$ cat src/logic/atc_pkg.sv
`default_nettype none
package atc_pkg;

  // ------------------------------------------------------------------
  // Widths and counts
  // ------------------------------------------------------------------
  localparam int unsigned PHASE_W = 20;
  localparam int unsigned SAMPLE_W = 2;
  localparam int unsigned FIFO_W = 2;
  localparam int unsigned FIFO_DEPTH = 8;
  localparam int unsigned BITCNT_W = 4;

  localparam logic [PHASE_W-1:0] PHASE_MAX = 20'hfffff;
  localparam logic [PHASE_W-1:0] PHASE_ONE = 20'h00001;
  localparam logic [PHASE_W-1:0] PERIOD_RESET = 20'hfffff;
  localparam logic [BITCNT_W-1:0] BITCNT_ONE = 4'h1;

  // ------------------------------------------------------------------
  // Turnaround delay selection
  // ------------------------------------------------------------------
  localparam logic [1:0] DELAY_SEL_LONG = 2'h0;
  localparam logic [1:0] DELAY_SEL_MEDIUM = 2'h1;
  localparam logic [1:0] DELAY_SEL_SHORT = 2'h2;
  localparam logic [BITCNT_W-1:0] DELAY_LONG_BITS = 4'hb;
  localparam logic [BITCNT_W-1:0] DELAY_MEDIUM_BITS = 4'h6;
  localparam logic [BITCNT_W-1:0] DELAY_SHORT_BITS = 4'h2;

  // ------------------------------------------------------------------
  // Driver states
  // ------------------------------------------------------------------
  typedef enum logic [1:0] {
    ATC_IDLE = 2'b01,
    ATC_DRIVE = 2'b10
  } atc_state_type;

endpackage
`default_nettype wire

$ cat src/logic/atc_fifo.sv
`timescale 1ns/1ps
`default_nettype none
module atc_fifo #(
  parameter int unsigned WIDTH = 2,
  parameter int unsigned DEPTH = 8
) (
  // Clock and reset
  input wire logic i_clk,
  input wire logic i_rst_b,
  // Fill side
  input wire logic i_in_valid,
  output logic o_in_ready,
  input wire logic [WIDTH-1:0] i_in_data,
  // Drain side
  output logic o_out_valid,
  input wire logic i_out_ready,
  output logic [WIDTH-1:0] o_out_data
);

  localparam int unsigned AW = $clog2(DEPTH);

  logic [WIDTH-1:0] mem [DEPTH];
  logic [AW-1:0] wr_ptr;
  logic [AW-1:0] rd_ptr;
  logic [AW:0] count;
  logic do_wr;
  logic do_rd;

  assign o_in_ready = (count != (AW+1)'(DEPTH));
  assign o_out_valid = (count != '0);
  assign do_wr = i_in_valid && o_in_ready;
  assign do_rd = o_out_valid && i_out_ready;

  always_ff @(posedge i_clk) begin
    if (do_wr) begin
      mem[wr_ptr] <= i_in_data;
    end
  end

  always_ff @(posedge i_clk) begin
    if (!i_rst_b) begin
      wr_ptr <= '0;
      rd_ptr <= '0;
      count <= '0;
    end else begin
      if (do_wr) begin
        wr_ptr <= (wr_ptr == AW'(DEPTH - 1)) ? '0 : wr_ptr + 1'b1;
      end
      if (do_rd) begin
        rd_ptr <= (rd_ptr == AW'(DEPTH - 1)) ? '0 : rd_ptr + 1'b1;
      end
      count <= count + (AW+1)'(do_wr) - (AW+1)'(do_rd);
    end
  end

  // Head word is registered so the consumer sees stable data.
  always_ff @(posedge i_clk) begin
    if (!i_rst_b) begin
      o_out_data <= '1;
    end else begin
      o_out_data <= (do_rd && count > (AW+1)'(1)) ?
        mem[rd_ptr == AW'(DEPTH - 1) ? '0 : rd_ptr + 1'b1] :
        (do_wr && !o_out_valid) ||
        (do_wr && do_rd && count == (AW+1)'(1)) ?
        i_in_data : mem[rd_ptr];
    end
  end

endmodule
`default_nettype wire

$ cat src/logic/atc_top.sv
`timescale 1ns/1ps
`default_nettype none
// What this block does
// - Time each high and low serial phase; derive bit period from them.
// - First Zero enables the bus driver and drives that Zero negative.
// - While enabled, forward every bit unaltered to the bus.
// - Serial line continuously One for the set delay disables the driver.
// - Driver enable is the half-duplex direction: on transmit, off receive.
// - Long setting holds driver for 11 One bit times.
// - Long setting, 8N1 ending in Zero, turns 10 bits after character.
// - Medium setting disables after 6 One bit times.
// - Short setting disables after 2 One bit times, even mid-character.
// - Driver dropped within a character re-enables on the next Zero.
// - Receive is ready immediately once the driver is disabled.
module atc_top (
  // Clock and reset
  input wire logic I_CORE_CLK,
  input wire logic I_RST_B,
  // Configuration
  input wire logic [1:0] I_DELAY_SEL,
  // Host serial side
  input wire logic I_SER_TXD,
  output logic O_SER_RXD,
  // Bus side
  output logic O_BUS_DATA,
  output logic O_BUS_DRV_EN,
  output logic O_BUS_RX_EN,
  input wire logic I_BUS_RXD,
  // Status
  output logic [atc_pkg::PHASE_W-1:0] O_BIT_PERIOD,
  output logic O_FIFO_OVERRUN
);

  // ------------------------------------------------------------------
  // Input stream buffer
  // ------------------------------------------------------------------
  // The line is sampled every clock and pushed with an edge marker; the
  // FIFO decouples sampling from the driver path by a fixed small latency.
  logic fifo_in_ready;
  logic fifo_out_valid;
  logic [atc_pkg::FIFO_W-1:0] fifo_out_data;
  logic ser_d;
  logic ser_edge;
  logic cur;

  always_ff @(posedge I_CORE_CLK) begin
    if (!I_RST_B) begin
      ser_d <= 1'b1;
    end else begin
      ser_d <= I_SER_TXD;
    end
  end
  assign ser_edge = (I_SER_TXD != ser_d);

  atc_fifo #(
    .WIDTH(atc_pkg::FIFO_W),
    .DEPTH(atc_pkg::FIFO_DEPTH)
  ) u_fifo (
    .i_clk(I_CORE_CLK),
    .i_rst_b(I_RST_B),
    .i_in_valid(1'b1),
    .o_in_ready(fifo_in_ready),
    .i_in_data({ser_edge, I_SER_TXD}),
    .o_out_valid(fifo_out_valid),
    .i_out_ready(1'b1),
    .o_out_data(fifo_out_data)
  );

  // Drain runs every cycle, so overrun only flags a broken buffer.
  always_ff @(posedge I_CORE_CLK) begin
    if (!I_RST_B) begin
      O_FIFO_OVERRUN <= 1'b0;
    end else if (!fifo_in_ready) begin
      O_FIFO_OVERRUN <= 1'b1;
    end
  end

  always_ff @(posedge I_CORE_CLK) begin
    if (!I_RST_B) begin
      cur <= 1'b1;
    end else if (fifo_out_valid) begin
      cur <= fifo_out_data[0];
    end
  end

  // ------------------------------------------------------------------
  // Phase measurement
  // ------------------------------------------------------------------
  logic [atc_pkg::PHASE_W-1:0] phase_len;
  logic [atc_pkg::PHASE_W-1:0] bit_period;
  logic phase_end;
  logic phase_seen;

  assign phase_end = fifo_out_valid && fifo_out_data[1];

  // The phase from reset to the first edge has no true start, so it must
  // not set the estimate; only phases framed by two edges count.
  always_ff @(posedge I_CORE_CLK) begin
    if (!I_RST_B) begin
      phase_seen <= 1'b0;
    end else if (phase_end) begin
      phase_seen <= 1'b1;
    end
  end

  always_ff @(posedge I_CORE_CLK) begin
    if (!I_RST_B) begin
      phase_len <= atc_pkg::PHASE_ONE;
    end else if (phase_end) begin
      phase_len <= atc_pkg::PHASE_ONE;
    end else if (phase_len != atc_pkg::PHASE_MAX) begin
      phase_len <= phase_len + atc_pkg::PHASE_ONE;
    end
  end

  // The shortest phase seen is one bit; longer phases are multiples.
  // A short burst can leave the estimate too slow, delaying turnaround.
  // A slow estimate only stretches the turnaround; it never cuts a bit.
  always_ff @(posedge I_CORE_CLK) begin
    if (!I_RST_B) begin
      bit_period <= atc_pkg::PERIOD_RESET;
    end else if (phase_end && phase_seen && phase_len < bit_period) begin
      bit_period <= phase_len;
    end
  end
  assign O_BIT_PERIOD = bit_period;

  // ------------------------------------------------------------------
  // Delay selection
  // ------------------------------------------------------------------
  logic [atc_pkg::BITCNT_W-1:0] delay_bits;
  logic [atc_pkg::BITCNT_W-1:0] next_delay_bits;

  // Code 3 is not a setting of its own; it falls back to the safest delay.
  always_comb begin
    case (I_DELAY_SEL)
      atc_pkg::DELAY_SEL_MEDIUM: next_delay_bits = atc_pkg::DELAY_MEDIUM_BITS;
      atc_pkg::DELAY_SEL_SHORT: next_delay_bits = atc_pkg::DELAY_SHORT_BITS;
      default: next_delay_bits = atc_pkg::DELAY_LONG_BITS;
    endcase
  end

  // ------------------------------------------------------------------
  // Driver control
  // ------------------------------------------------------------------
  atc_pkg::atc_state_type state;
  logic [atc_pkg::PHASE_W-1:0] tick;
  logic [atc_pkg::BITCNT_W-1:0] ones;
  logic bit_done;
  logic run_done;

  assign bit_done = (tick >= bit_period);
  assign run_done = bit_done && (ones + atc_pkg::BITCNT_ONE >= delay_bits);

  always_ff @(posedge I_CORE_CLK) begin
    if (!I_RST_B) begin
      state <= atc_pkg::ATC_IDLE;
    end else begin
      case (state)
        atc_pkg::ATC_IDLE: begin
          if (!cur) begin
            state <= atc_pkg::ATC_DRIVE;
          end
        end
        atc_pkg::ATC_DRIVE: begin
          if (cur && run_done) begin
            state <= atc_pkg::ATC_IDLE;
          end
        end
        default: state <= atc_pkg::ATC_IDLE;
      endcase
    end
  end

  // The count ends on the bit boundary, so a run of exactly the set length
  // also turns the bus; the next Zero brings the driver back.
  // One-bit timer runs only while the line rests at One.
  always_ff @(posedge I_CORE_CLK) begin
    if (!I_RST_B) begin
      tick <= atc_pkg::PHASE_ONE;
      ones <= '0;
    end else if (!cur || state != atc_pkg::ATC_DRIVE) begin
      tick <= atc_pkg::PHASE_ONE;
      ones <= '0;
    end else if (bit_done) begin
      tick <= atc_pkg::PHASE_ONE;
      ones <= ones + atc_pkg::BITCNT_ONE;
    end else begin
      tick <= tick + atc_pkg::PHASE_ONE;
    end
  end

  // Setting latched only while idle so a run in progress is not altered.
  always_ff @(posedge I_CORE_CLK) begin
    if (!I_RST_B) begin
      delay_bits <= atc_pkg::DELAY_LONG_BITS;
    end else if (state == atc_pkg::ATC_IDLE) begin
      delay_bits <= next_delay_bits;
    end
  end

  // ------------------------------------------------------------------
  // Outputs
  // ------------------------------------------------------------------
  // Receive data is held at One while driving, so the host never hears
  // its own echo from the bus.
  always_ff @(posedge I_CORE_CLK) begin
    if (!I_RST_B) begin
      O_BUS_DATA <= 1'b1;
      O_SER_RXD <= 1'b1;
    end else begin
      O_BUS_DATA <= cur;
      O_SER_RXD <= (state == atc_pkg::ATC_IDLE) ? I_BUS_RXD : 1'b1;
    end
  end

  // Direction comes straight from the state register, so it cannot glitch.
  assign O_BUS_DRV_EN = (state == atc_pkg::ATC_DRIVE);
  assign O_BUS_RX_EN = (state == atc_pkg::ATC_IDLE);

endmodule
`default_nettype wire

$ cat config.mk
export PLATFORM = sky130hd
export DESIGN_NAME = atc_top
export DESIGN_NICKNAME = d
export VERILOG_FILES = /design/src/logic/atc_pkg.sv /design/src/logic/atc_fifo.sv /design/src/logic/atc_top.sv
export SDC_FILE = /design/constraint.sdc
export NUM_CORES = 1
export LEC_CHECK = 0
export BUFFER_PORTS_ARGS = -buffer_cell sky130_fd_sc_hd__buf_2
export CAP_MARGIN = 5
export CORE_ASPECT_RATIO = 1.75
export CORE_UTILIZATION = 46
export CTS_CLUSTER_DIAMETER = 100
export DETAILED_ROUTE_END_ITERATION = 8
export GPL_TIMING_DRIVEN = 0
export PLACE_DENSITY = 0.64
export SYNTH_ARGS = -nofsm -noshare
export SYNTH_HDL_FRONTEND = slang
export SYNTH_SLANG_ARGS = --single-unit
export TNS_END_PERCENT = 10
$ cat constraint.sdc
create_clock -name I_CORE_CLK -period 2.4 [get_ports I_CORE_CLK]
set_input_delay 0.12 -clock I_CORE_CLK [delete_from_list [all_inputs] [get_ports I_CORE_CLK]]
set_output_delay 0.12 -clock I_CORE_CLK [all_outputs]
set_load 0.05 [all_outputs]
Word level (Yosys, flattened, before mapping) --
Memory sizes are Yosys's and may differ from the RTL's. A register that Yosys moved wholly into a read port is not among the register bits. Cells that the tools add are included.
Word-level totals: register bits after elaboration 88, bits in writable memories 16, input port bits 6, output and inout port bits 25, logic and storage cells 73, memories 1
Memories:
- u_fifo.mem | words 8, width 2, rd ports 2, clocked after Yosys merged registers in 1, write ports 1, RTL line atc_fifo.sv:22 | logic [WIDTH-1:0] mem [DEPTH];
Operators by class: add/subtract/negate cells 7, $lt $le $gt $ge 4, equality and inequality tests 13, muxes and demuxes 12, bitwise gates (word level) 1, reduce and logical (&&, ||, !) cells 19
Operators by type and width (number):
- adder 20 x 1 -> 20 bit, second input constant | 2
- >= comparator 20 bit | 1
- < comparator 20 bit | 1
- inequality test 20 bit, second input constant | 1
- 2-to-1 mux 3 bit | 4
- logical AND 1 bit | 9
- 2-to-1 mux 2 bit | 4
- case mux 4 bit (2 select lines) | 1
- adder 3 x 1 -> 3 bit, second input constant | 2
- == test 3 bit, second input constant | 2
- adder 4 x 1 -> 4 bit | 1
- adder 4 x 1 -> 4 bit, second input constant | 1
- == test 2 x 1 -> 1 bit, second input constant | 2
- == test 2 bit, second input constant | 2
- == test 4 x 1 -> 1 bit, second input constant | 1
- >= comparator 4 bit | 1
- greater-than comparator 4 x 1 -> 1 bit, second input constant | 1
- inequality test 2 bit, second input constant | 2
- inequality test 4 bit, second input constant | 1
- case mux 2 bit (2 select lines) | 1
- AND reduction 2 bit | 2
- nonzero test 4 bit | 1
- OR reduction 2 bit | 2
- subtractor 4 x 1 -> 4 bit | 1
- 7 further kinds | 10

Depth between registers and ports, before layout --
word-level depth 6, gate-level depth with buffers 12, depth with buffers taken out 12

Hierarchy --
A second synthesis with hierarchy kept.
Second synthesis, totals: cells, all modules 611, area, all modules 5783.0 µm²
By module, submodules not included:
- atc_top | instances 1, cells an instance 475, area each 4176.5 µm², seq. area each 1481.4 µm²
- atc_fifo | instances 1, cells an instance 136, area each 1606.5 µm², seq. area each 780.7 µm²

Worst setup path before layout --
No wires, ideal clock.
path kind register -> register, start point reg bit_period (netlist bit O_BIT_PERIOD[2]), end point reg bit_period (netlist bit O_BIT_PERIOD[0]), setup time 0.072 ns, arrival time 2.304 ns, required time 2.328 ns, slack 0.025 ns, stages on the path, launching flop included 10, buffers on the path 1, period minus slack after synthesis 2.375 ns, cells stage by stage dfxtp_1 inv_1 ha_1 a211oi_1 o21ai_1 a41oi_1 o21ai_1 a211oi_2 buf_6 mux2i_1
On the way: word-level cells in the longest chain between the ends 2
RTL lines:
- from (decl) | RTL line atc_top.sv:90 | logic [atc_pkg::PHASE_W-1:0] bit_period;
- from (signal assigned) | RTL line atc_top.sv:121 | bit_period <= atc_pkg::PERIOD_RESET;
- from (signal assigned) | RTL line atc_top.sv:123 | bit_period <= phase_len;
- < comparator 20 bit | RTL line atc_top.sv:122 | end else if (phase_end && phase_seen && phase_len < bit_period) begin
- logical AND 1 bit | RTL line atc_top.sv:122
Every way passes these cells. A chain may end at the register's enable or synchronous reset.

Worst setup path in the final report --
start point reg bit_period (netlist bit O_BIT_PERIOD[18]), end point reg bit_period (netlist bit O_BIT_PERIOD[12])
The elaborated chain is that of the path after synthesis.

==> summary by stage <==
Layout
At the end of the flow, the number of nets in the layout was 710. After routing the design area is 6420 sq um. The fraction of layout instances using a drive strength above 1 is 0.133. The count of antenna diodes in the layout is 0.

Compared with the post-synthesis result, the final layout area differs by 13.0%.

Clock network
The TritonCTS clock tree is built. The root buffer cell chosen for the clock tree is clkbuf_16. The largest buffer count on any clock path is 2. The TritonCTS buffer count is 9.

After clock tree synthesis, the clock-pin slew on the worst setup and hold paths is 70 ps. The H-tree generated during clock tree synthesis spans 3 levels. The clock reaches the later pin of the worst-skew pair after 350 ps.

The sink count of the clock tree is 105.

Global route
The first global-routing pass estimated 20400 microns of wire. The maximum number of pins on one net before global-route repair is 18. Across every metal layer, demand over resource in global routing totals 0.205. The total global routing overflow is 0. The initial antenna violation count is 0.

The number of global-route vias before repair was 4418.

Power
The worst-case IR drop observed on VDD is 0.000680 V. Power spread over the standard cell area amounts to 1020 nW/um^2. Summed over all cells, the static leakage comes to 2.67 nW.

Timing
At the pin with the least slew margin, the transition time is 645 ps. The worst setup skew after layout is 9.45 ps. The number of max-slew violations in the final report was 0. The relative slew slack is 0.569. The maximum achievable frequency is 428 MHz.

The period utilization is 0.975. Hold timing on the final database bottoms out at a slack of 131 ps. The number of hold violations in the final report is 0. The post-layout worst setup margin is 61.0 ps. In the final timing run, aggregate negative setup slack is 0 ps. The worst path needs 2340 ps of the cycle, external delays included.

Setup violations remaining at the end of the flow were counted as 0. Setup repair after global routing could not meet its margin everywhere.

Synth
In this run, synthesis inferred 16 flip-flops with an integrated enable. The total of flip-flops plus latches after synthesis is 105. The average instance area after synthesis is 9.47 sq um. The number of nets in the synthesized netlist is 663. Synthesis handed over a netlist of 600 instances.

The number of different library cells used by synthesis comes to 55. The total standard cell area after synthesis is 5680 sq um. For this run, the leading register cell type out of synthesis is dfxtp_1. The count of yosys warnings during synthesis is 0. The async set or reset register ratio after synthesis is 0. Of the synthesized area, sequential elements account for 0.398.

Die
In this run the count of I/O pins placed on the die edge is 31. In this run the vertical extent of the chip is 149 microns. In this run the horizontal extent of the chip is 86.0 microns. For this configuration, the core starts out at a cell density of 0.473. The core region area is 12000 sq um. The area enclosed by the die boundary is 12800 sq um.

Row generation in the floorplan step produced 53 rows.

Run
Across the run, the number of max-cap violations was 0.

Worst setup path
The worst setup path is launched from a flip-flop. The worst setup path is of the flip-flop to flip-flop kind. The arrival time of data at the critical path endpoint is 2610 ps.

The data required time at the worst endpoint is 2670 ps. The maximum fanout encountered on the critical timing path is 5. STA classifies the critical path endpoint as a flip-flop.

Routing
Summing over every cut layer, the via total after detailed routing is 4302. The via-per-instance ratio is 5.27. The count of TritonRoute iterations in the first routing pass is 4. The wire length per cell after detailed routing is 15.1 microns. The detailed-route DRC error count is 0. The count of nets left with antenna violations once routing finished came out at 0. Summed over all layers, the routed wires come to 12400 microns. The starting DRC count in detailed routing is 132.

Placed design
The worst slack after detailed placement is -391 ps. After detailed placement, the total cell area comes to 6040 sq um. The post-detailed-placement half-perimeter wirelength is 9500 microns.

The global placer's final weighted congestion is 0.814. Input and output buffers added on the ports amount to 30.

Min path
In this run the worst hold path is classified as primary input to flip-flop.

Run status
The flow ran to the end, and the final reports show no timing, DRC or antenna violations.
[synthesized netlist by cell type (12+ instances only)]
| cell type | number | area, sq um |
|---|---|---|
| a21oi_1 | 28 | 140 |
| nand3_1 | 18 | 90.1 |
| nor3_1 | 14 | 70.1 |
| mux2i_1 | 26 | 260 |
| ha_1 | 56 | 701 |
| nand2_1 | 49 | 184 |
| edfxtp_1 | 16 | 480 |
| xnor2_1 | 17 | 149 |
| nand4_1 | 14 | 87.6 |
| o21ai_0 | 12 | 60.1 |
| dfxtp_1 | 89 | 1780 |
| nor2_1 | 60 | 225 |
| xor2_1 | 17 | 149 |
| inv_1 | 35 | 131 |
| nor2b_1 | 50 | 313 |
[cells by family (layout without fill, tap and decap cells)]
group / Yosys count / after routing / synth area share
multiplexers: 34 / 34 / 0.0775
adder cells (fa/ha/maj): 57 / 57 / 0.127
AND/OR/NAND/NOR: 252 / 252 / 0.233
AO/OA/AOI/OAI: 67 / 67 / 0.0729
XOR/XNOR: 34 / 34 / 0.0524
flip-flops: 105 / 105 / 0.398
buffers and inverters: 51 / 103 / 0.0388
[state kept, by name (all words and copies together) (netlist names), named ones only]
signal	cells
O_BIT_PERIOD	20
O_BUS_DATA	1
O_FIFO_OVERRUN	1
O_SER_RXD	1
cur	1
delay_bits	2
ones	4
phase_len	20
phase_seen	1
ser_d	1
state	2
tick	20
u_fifo.count	4
u_fifo.mem	16
u_fifo.o_out_data	2
u_fifo.rd_ptr	3
u_fifo.wr_ptr	3
[layout make-up]
cell class | instances | area [sq um]
clock buffer | 9 | 225
buffer | 15 | 86.3
fill | 1103 | 5580
tap | 165 | 206
clock inverter | 7 | 46.3
multi-input combinational | 444 | 3250
timing repair buffer | 36 | 201
inverter | 36 | 136
sequential | 105 | 2260
[routing by layer]
layer | vias to the layer above | routed length (microns) | GRT usage
li1 | 2171 | - | -
met1 | 2052 | 4710 | 0.205
met2 | 55 | 6970 | 0.402
met3 | 24 | 299 | 0.0343
met4 | 0 | 388 | 0.0925
met5 | - | 0 | 0
[repair_timing]
| action | CTS | global route |
|---|---|---|
| pin swaps | 0 | 4 |
| setup buffers | 0 | 3 |
| hold buffers | 1 | 0 |
| endpoints found under the hold margin | 1 | 0 |
| resized for setup | 4 | 15 |
| endpoints found under the setup margin | 3 | 34 |
| cloned | 0 | 2 |
[where the power goes]
part           total [W]  internal [W]  leakage (nW)  switching [W]
clock network    0.00136      0.000702         0.129       0.000662
registers        0.00243       0.00215         0.874       0.000280
logic            0.00273       0.00102          1.66        0.00171
total            0.00653       0.00388          2.67        0.00265
[metrics by stage]
step	total power [W]	std cells	util
CTS	0.00649	812	0.527
finish	0.00653	817	0.535
detailed placement	0.00510	795	0.503
floorplan	0.00444	600	-
global route	0.00698	817	0.535
global placement	0.00500	795	0.503
[worst max-delay path, cell delays in order (launching register included)]
cell	delay (ps)
dfxtp_1	360
inv_1	100
ha_1	340
a21oi_1	160
nand2_1	70
a2111o_1	460
a211oi_4	230
buf_4	180
buf_6	140
mux2i_1	220
[cell usage in the layout, fill, tap and decap left out, types with 4 or more instances in the layout]
master	count
dfxtp_1	88
nor2_1	58
ha_1	56
nor2b_1	49
nand2_1	48
inv_1	35
buf_2	32
a21oi_1	27
mux2i_1	26
nand3_1	18
xor2_1	17
xnor2_1	17
edfxtp_1	16
nor3_1	14
nand4_1	14
o21ai_0	12
clkbuf_16	9
and3_1	8
nand2b_1	8
mux4_2	8
clkbuf_1	6
o211ai_1	6
or3_1	5
a21o_1	5
nor3b_1	5
buf_4	5
buf_6	4
and2_1	4
[worst paths after layout]
| kind | to | slack, ps | startpoint | cells past startpoint |
|---|---|---|---|---|
| min reg2reg | tick[0]$_SDFF_PP1_ | 430 | tick[0]$_SDFF_PP1_ | 1 |
| max reg2reg | O_BIT_PERIOD[12]$_SDFFE_PN1P_ | 60 | O_BIT_PERIOD[18]$_SDFFE_PN1P_ | 9 |
| min | u_fifo.mem[5][0]$_DFFE_PP_ | 130 | I_SER_TXD | 1 |
| max | O_BIT_PERIOD[12]$_SDFFE_PN1P_ | 60 | O_BIT_PERIOD[18]$_SDFFE_PN1P_ | 9 |
Note: power is estimated with default switching activity, not from simulation.
